File: src/hdl/debug_req_pkg.sv
/*
  shared constants and carrier types for the external debug request handshake.
  assumes a single 100 MHz system clock and a synchronous active-low debug reset.
*/
package debug_req_pkg;
  localparam int          ADDR_W          = 32;
  localparam logic [3:0]  ENTRY_EXT_HALT  = 4'h4;
  localparam logic [3:0]  ENTRY_NONE      = 4'h0;
  localparam int          STAT_ENTRY_LSB  = 2;
  localparam int          STAT_ACK_FORCE  = 10;
  localparam int          STAT_TX_FULL    = 29;
  localparam int          STAT_RX_FULL    = 30;
  localparam logic [31:0] STAT_RESET      = 32'h0000_0000;
  localparam logic        LOW             = 1'b0;
  localparam logic        HIGH            = 1'b1;

  typedef enum logic [1:0] {
    ST_RUN,
    ST_HALTING,
    ST_DEBUG
  } debug_state_t;

  // core-side events feeding the block
  typedef struct packed {
    logic halt_done;
    logic restart;
    logic barrier_complete;
    logic accesses_pending;
    logic rx_write;
    logic rx_read;
    logic tx_write;
    logic tx_read;
    logic ack_force_set;
    logic ack_force_clr;
  } core_events_t;
endpackage

File: src/hdl/external_debug_request_handshake.sv
/*
  external debug request handshake: halt request, debug acknowledge, barrier done,
  channel status and static debug address outputs.
  assumes the halt request arrives from another clock domain; core events and the
  static address inputs come from logic on clk_sys.
*/
// Behaviour
// halt request enters debug, entry code 0100
// requester holds request until acknowledge
// acknowledge asserted once in debug state
// acknowledge forced high by force bit
// barrier done after data sync barrier
// barrier done waits for outstanding accesses
// rx full output mirrors status bit 30
// tx free output inverts status bit 29
// present rom table base address
// present self debug register offset
// debug reset clears all debug outputs except tx free output, which resets high
// acknowledge drops on leaving debug state
`timescale 1ns/1ps
module external_debug_request_handshake #(
  parameter int ADDR_W = debug_req_pkg::ADDR_W
) (
  input  wire logic                      clk_sys,
  input  wire logic                      resetn,
  input  wire logic                      halt_request_in,
  input  wire debug_req_pkg::core_events_t core_events,
  input  wire logic [ADDR_W-1:0]         rom_base_cfg,
  input  wire logic [ADDR_W-1:0]         self_offset_cfg,
  output logic                           debug_ack_out,
  output logic                           barrier_done_out,
  output logic                           rx_channel_full_out,
  output logic                           tx_channel_free_out,
  output logic [ADDR_W-1:0]              rom_table_base,
  output logic [ADDR_W-1:0]              self_debug_offset,
  output logic                           halt_event,
  output logic [31:0]                    debug_status_control_reg
);

  logic                        req_meta;
  logic                        req_sync;
  debug_req_pkg::debug_state_t state;
  debug_req_pkg::debug_state_t next_state;
  logic                        next_halt_event;
  logic                        enter_debug;
  logic [31:0]                 next_status;
  logic                        barrier_wait;
  logic                        next_barrier_wait;
  logic                        next_done;
  logic                        next_ack;
  logic                        next_rx_full;
  logic                        next_tx_free;
  logic [ADDR_W-1:0]           next_rom_base;
  logic [ADDR_W-1:0]           next_self_offset;

  // sticky status bit: a set in the same cycle as a clear wins, so an
  // event is never lost to a drain that raced it
  function automatic logic set_wins(
    input logic cur,
    input logic set,
    input logic clr
  );
    logic result;
    result = cur;
    if (clr) begin
      result = debug_req_pkg::LOW;
    end
    if (set) begin
      result = debug_req_pkg::HIGH;
    end
    return result;
  endfunction

  // two-stage synchroniser; only req_sync feeds logic
  // limitation: a release is seen two cycles late, so a restart sooner
  // than that after the release takes the stale request as a new one
  always_ff @(posedge clk_sys) begin
    if (!resetn) begin
      req_meta <= debug_req_pkg::LOW;
      req_sync <= debug_req_pkg::LOW;
    end else begin
      req_meta <= halt_request_in;
      req_sync <= req_meta;
    end
  end

  // halt sequencing: run -> halting on a synchronised request,
  // halting -> debug once the core reports the halt, debug -> run on restart
  always_comb begin
    next_state      = state;
    next_halt_event = debug_req_pkg::LOW;
    enter_debug     = debug_req_pkg::LOW;
    case (state)
      debug_req_pkg::ST_RUN: begin
        // request only honoured while held; dropping it early is the requester's fault
        if (req_sync) begin
          next_halt_event = debug_req_pkg::HIGH;
          next_state      = debug_req_pkg::ST_HALTING;
        end
      end
      debug_req_pkg::ST_HALTING: begin
        // entry method is latched on the same edge that raises acknowledge
        if (core_events.halt_done) begin
          enter_debug = debug_req_pkg::HIGH;
          next_state  = debug_req_pkg::ST_DEBUG;
        end
      end
      debug_req_pkg::ST_DEBUG: begin
        if (core_events.restart) begin
          next_state = debug_req_pkg::ST_RUN;
        end
      end
      default: begin
        next_state = debug_req_pkg::ST_RUN;
      end
    endcase
  end

  always_ff @(posedge clk_sys) begin
    if (!resetn) begin
      state      <= debug_req_pkg::ST_RUN;
      halt_event <= debug_req_pkg::LOW;
    end else begin
      state      <= next_state;
      halt_event <= next_halt_event;
    end
  end

  // status word: entry method stays put after leaving debug,
  // so a debugger can still read why the core stopped
  always_comb begin
    next_status = debug_status_control_reg;
    if (enter_debug) begin
      next_status[debug_req_pkg::STAT_ENTRY_LSB +: $bits(debug_req_pkg::ENTRY_EXT_HALT)]
        = debug_req_pkg::ENTRY_EXT_HALT;
    end
    next_status[debug_req_pkg::STAT_ACK_FORCE] = set_wins(
      debug_status_control_reg[debug_req_pkg::STAT_ACK_FORCE],
      core_events.ack_force_set,
      core_events.ack_force_clr
    );
    next_status[debug_req_pkg::STAT_RX_FULL] = set_wins(
      debug_status_control_reg[debug_req_pkg::STAT_RX_FULL],
      core_events.rx_write,
      core_events.rx_read
    );
    next_status[debug_req_pkg::STAT_TX_FULL] = set_wins(
      debug_status_control_reg[debug_req_pkg::STAT_TX_FULL],
      core_events.tx_write,
      core_events.tx_read
    );
  end

  always_ff @(posedge clk_sys) begin
    if (!resetn) begin
      debug_status_control_reg <= debug_req_pkg::STAT_RESET;
    end else begin
      debug_status_control_reg <= next_status;
    end
  end

  // done is held off until the barrier retires and no accesses remain
  always_comb begin
    next_barrier_wait = barrier_wait;
    next_done         = barrier_done_out;
    if (core_events.barrier_complete) begin
      next_barrier_wait = debug_req_pkg::HIGH;
      next_done         = debug_req_pkg::LOW;
    end
    if (next_barrier_wait && !core_events.accesses_pending) begin
      next_done         = debug_req_pkg::HIGH;
      next_barrier_wait = debug_req_pkg::LOW;
    end
    // an access still in flight always wins, whatever the barrier did
    if (core_events.accesses_pending) begin
      next_done = debug_req_pkg::LOW;
    end
  end

  always_ff @(posedge clk_sys) begin
    if (!resetn) begin
      barrier_wait     <= debug_req_pkg::LOW;
      barrier_done_out <= debug_req_pkg::LOW;
    end else begin
      barrier_wait     <= next_barrier_wait;
      barrier_done_out <= next_done;
    end
  end

  // static address copies: one cycle of lag, harmless for values fixed at build
  always_comb begin
    next_rom_base    = rom_base_cfg;
    next_self_offset = self_offset_cfg;
  end

  always_ff @(posedge clk_sys) begin
    if (!resetn) begin
      rom_table_base    <= '0;
      self_debug_offset <= '0;
    end else begin
      rom_table_base    <= next_rom_base;
      self_debug_offset <= next_self_offset;
    end
  end

  // acknowledge follows the next state so it rises on the entry edge itself;
  // channel outputs follow the next status so they never lag the status word
  always_comb begin
    next_ack     = (next_state == debug_req_pkg::ST_DEBUG)
                || next_status[debug_req_pkg::STAT_ACK_FORCE];
    next_rx_full = next_status[debug_req_pkg::STAT_RX_FULL];
    next_tx_free = !next_status[debug_req_pkg::STAT_TX_FULL];
  end

  always_ff @(posedge clk_sys) begin
    if (!resetn) begin
      debug_ack_out       <= debug_req_pkg::LOW;
      rx_channel_full_out <= debug_req_pkg::LOW;
      tx_channel_free_out <= debug_req_pkg::HIGH;
    end else begin
      debug_ack_out       <= next_ack;
      rx_channel_full_out <= next_rx_full;
      tx_channel_free_out <= next_tx_free;
    end
  end

endmodule

File: config.mk
export PLATFORM = sky130hd
export DESIGN_NAME = external_debug_request_handshake
export DESIGN_NICKNAME = d
export VERILOG_FILES = /design/src/hdl/debug_req_pkg.sv /design/src/hdl/external_debug_request_handshake.sv
export SDC_FILE = /design/constraint.sdc
export NUM_CORES = 1
export LEC_CHECK = 0
export BUFFER_PORTS_ARGS = -buffer_cell sky130_fd_sc_hd__buf_2
export CAP_MARGIN = 20
export CELL_PAD_IN_SITES_DETAIL_PLACEMENT = 0
export CELL_PAD_IN_SITES_GLOBAL_PLACEMENT = 1
export CORE_MARGIN = 10
export CORE_UTILIZATION = 25
export CTS_BUF_LIST = sky130_fd_sc_hd__clkbuf_4 sky130_fd_sc_hd__clkbuf_8
export DETAILED_ROUTE_END_ITERATION = 8
export GPL_TIMING_DRIVEN = 1
export PLACE_DENSITY_LB_ADDON = 0.1
export SYNTH_ARGS = -nofsm -noshare
export SYNTH_HDL_FRONTEND = slang
export SYNTH_SLANG_ARGS = --single-unit
File: constraint.sdc
create_clock -name clk_sys -period 1.6 [get_ports clk_sys]
set_input_delay 0.16 -clock clk_sys [delete_from_list [all_inputs] [get_ports clk_sys]]
set_output_delay 0.16 -clock clk_sys [all_outputs]
set_load 0.01 [all_outputs]
==> metrics.md <==
| Metric | Value |
|---|---|
| Slew Viols, Final | `0` |
| RSZ-0062 raised after global routing | `no` |
| Max stage delay on crit path | `0.40 ns` |
| Antenna fix cells | `0` |
| H-Tree Depth | `3` |
| IO Count | `178` |
| CORE AREA | `0.00924 mm2` |
| DRT antenna net count | `0` |
| Syn. warnings | `0` |
| Leak pwr | `1.82 nW` |
| PD cells | `1100 mW/mm2` |
| Root Buffer | `clkbuf_8` |
| Yosys reg bits | `77` |
| Fin area | `0.00358 mm2` |
| Dpl cells | `471` |
| Max cap viols | `0` |
| Final WL | `6690 um` |
| Skew final | `0.00675 ns` |
| Clk slew on worst S/H paths | `0.08 ns` |
| Vias in the first global route | `2010` |
| Share of post-route cells with drive strength above 1 | `0.441` |
| Status | `completed` |
| Number of port buffers | `149` |
| Std-Cell Rows | `35` |
| Pin count of the biggest net entering global routing | `45` |
| Die W | `117 um` |
| Pre-CTS setup slack | `0.552 ns` |
| Worst setup margin | `0.553 ns` |
| Initial Util | `0.257` |
| Setup violators final | `0` |
| Hpwl dp | `5150 um` |
| Peak Freq | `955 MHz` |
| Period utilization | `0.654` |
| Worst setup SP type | `register` |
| Dpl cell area | `0.00313 mm2` |
| Worst skew pair latency | `0.34 ns` |
| Fin Setup TNS | `0 ns` |
| Post-synthesis sequential area ratio | `0.649` |
| Clk sinks | `77` |
| Syn Inst Count | `201` |
| Max VDD drop | `0.397 mV` |
| Setup repair bufs after CTS | `0` |
| Via Count | `1806` |
| Synth cell types | `22` |
| Final hold viol count | `0` |
| Final nets | `455` |
| Total gr overflow | `0` |
| Via density per instance | `3.53` |
| CTS tree | `yes` |
| Drt pass-1 iters | `4` |
| Area Overhead vs Synth | `50.7%` |
| Gr usage total | `0.0947` |
| Total CTS buffers | `9` |
| Max Root-Sink Buffers | `2` |
| Non-filler cells, final | `512` |
| Crit path DAT | `1.28 ns` |
| Initial antenna violation count | `0` |
| Crit-path cells | `and3b_1 > o41a_1` |
| Worst EP required | `1.83 ns` |
| Slowest-stage cell, CP | `o41a_1` |
| DR WL/cell | `13.1 um` |
| DRC marker count from the first detailed-route iteration | `66` |
| Mapped cell area | `0.00237 mm2` |
| Die area | `0.0138 mm2` |
| Avg Inst Size Synth | `11.8 um2` |
| CP endpoint kind | `register` |
| Filler cells | `941` |
| Fin crit period | `1.05 ns` |
| Worst min path class | `in2reg` |
| Vert. Die Dim | `117 um` |
| Crit-path max FO | `4` |
| Global-route wire length before repair | `10500 um` |
| Crit Path Class | `reg2reg` |
| Post-CTS resize count | `0` |
| DR DRC count | `0` |
| Gpl congestion | `0.615` |
==> where the power goes <==
part | leakage, nW | switching [mW] | internal, mW | total, mW
combinational | 1.08 | 0.202 | 0.224 | 0.426
clock | 0.0943 | 0.714 | 0.757 | 1.47
sequential | 0.641 | 0.0228 | 2.02 | 2.04
total | 1.82 | 0.939 | 3.00 | 3.94
==> kinds of logic after synthesis <==
group	count (synthesis)	synth area share
other cells	1	0.00158
flops	77	0.649
buf+inv	37	0.114
simple gates	77	0.206
compound gates	9	0.0290
==> worst paths after layout <==
kind / cells after the start / end / startpoint / slack (ns)
min: 2 / rom_table_base[24] / rom_base_cfg[24] / 0.02
min reg2reg: 1 / req_sync / req_meta / 0.43
max reg2reg: 2 / debug_ack_out / state[0] / 0.55
max: 2 / debug_ack_out / state[0] / 0.55
==> critical path, delay by kind of cell, from the launching register on <==
kind | cells | cell delay, ns
compound gates | 1 | 0.40
simple gates | 1 | 0.21
flops | 1 | 0.33
==> stage by stage <==
step | utilization | hold slack [ns] | power [mW]
global route | 0.387 | 0.00442 | 4.17
floorplan | - | 0.236 | 2.32
finish | 0.387 | 0.0236 | 3.94
global placement | 0.338 | 0.342 | 2.47
detailed placement | 0.338 | 0.352 | 2.47
CTS | 0.386 | 0.000230 | 4.01
==> synthesized netlist by cell type <==
master    instances  share of area
dfxtp_1          77           0.65
and2_1           66           0.17
buf_4            29          0.092
o21a_1            5          0.016
buf_2             3         0.0063
clkbuf_1          3         0.0047
nor2b_1           2         0.0053
nor3b_1           2         0.0063
a21oi_1           1         0.0021
and2b_2           1         0.0037
and3b_1           1         0.0037
buf_6             1         0.0047
buf_8             1         0.0063
conb_1            1         0.0016
nand2b_1          1         0.0026
nand2b_2          1         0.0037
nor2_1            1         0.0016
nor3_1            1         0.0021
o211a_1           1         0.0042
o21ai_1           1         0.0021
o41a_1            1         0.0047
or2b_1            1         0.0032
==> cells in the final DEF (no fill, tap or decap) <==
master         netlist  layout
clkbuf_8             0      10
bufinv_16            0       1
dfxtp_1             77      77
clkinv_2             0       2
clkinvlp_4           0       3
o211a_1              1       1
and3b_1              1       1
nor3_1               1       1
and2_1              66      66
nor2b_1              2       2
buf_4               29       2
buf_2                3     149
nor2_1               1       1
o21a_1               5       5
nor3b_1              2       2
and2b_2              1       1
nand2b_2             1       1
o21ai_1              1       1
nand2b_1             1       1
or2b_1               1       1
a21oi_1              1       1
conb_1               1      28
o41a_1               1       1
dlygate4sd3_1        0      25
==> layer usage <==
metal	wire length, um	vias up	GRT usage
li1	-	911	-
met1	2930	773	0.110
met2	2770	112	0.134
met3	892	10	0.0604
met4	102	0	0.0399
met5	0	-	0
==> final cells by class <==
class | count | area, um2 | area share
Sequential cell | 77 | 1540 | 0.431
Timing Repair Buffer | 176 | 1010 | 0.283
Tap cell | 129 | 161 | 0.0451
Multi-Input combinational cell | 114 | 663 | 0.185
Clock buffer | 10 | 138 | 0.0385
Clock inverter | 6 | 62.6 | 0.0175
==> timing repair <==
action / CTS / global route
hold buffers: 24 / 1
hold endpoints to repair: 24 / 1
setup endpoints to repair: 0 / 0
No activity file was read; power rests on OpenSTA's default activity.
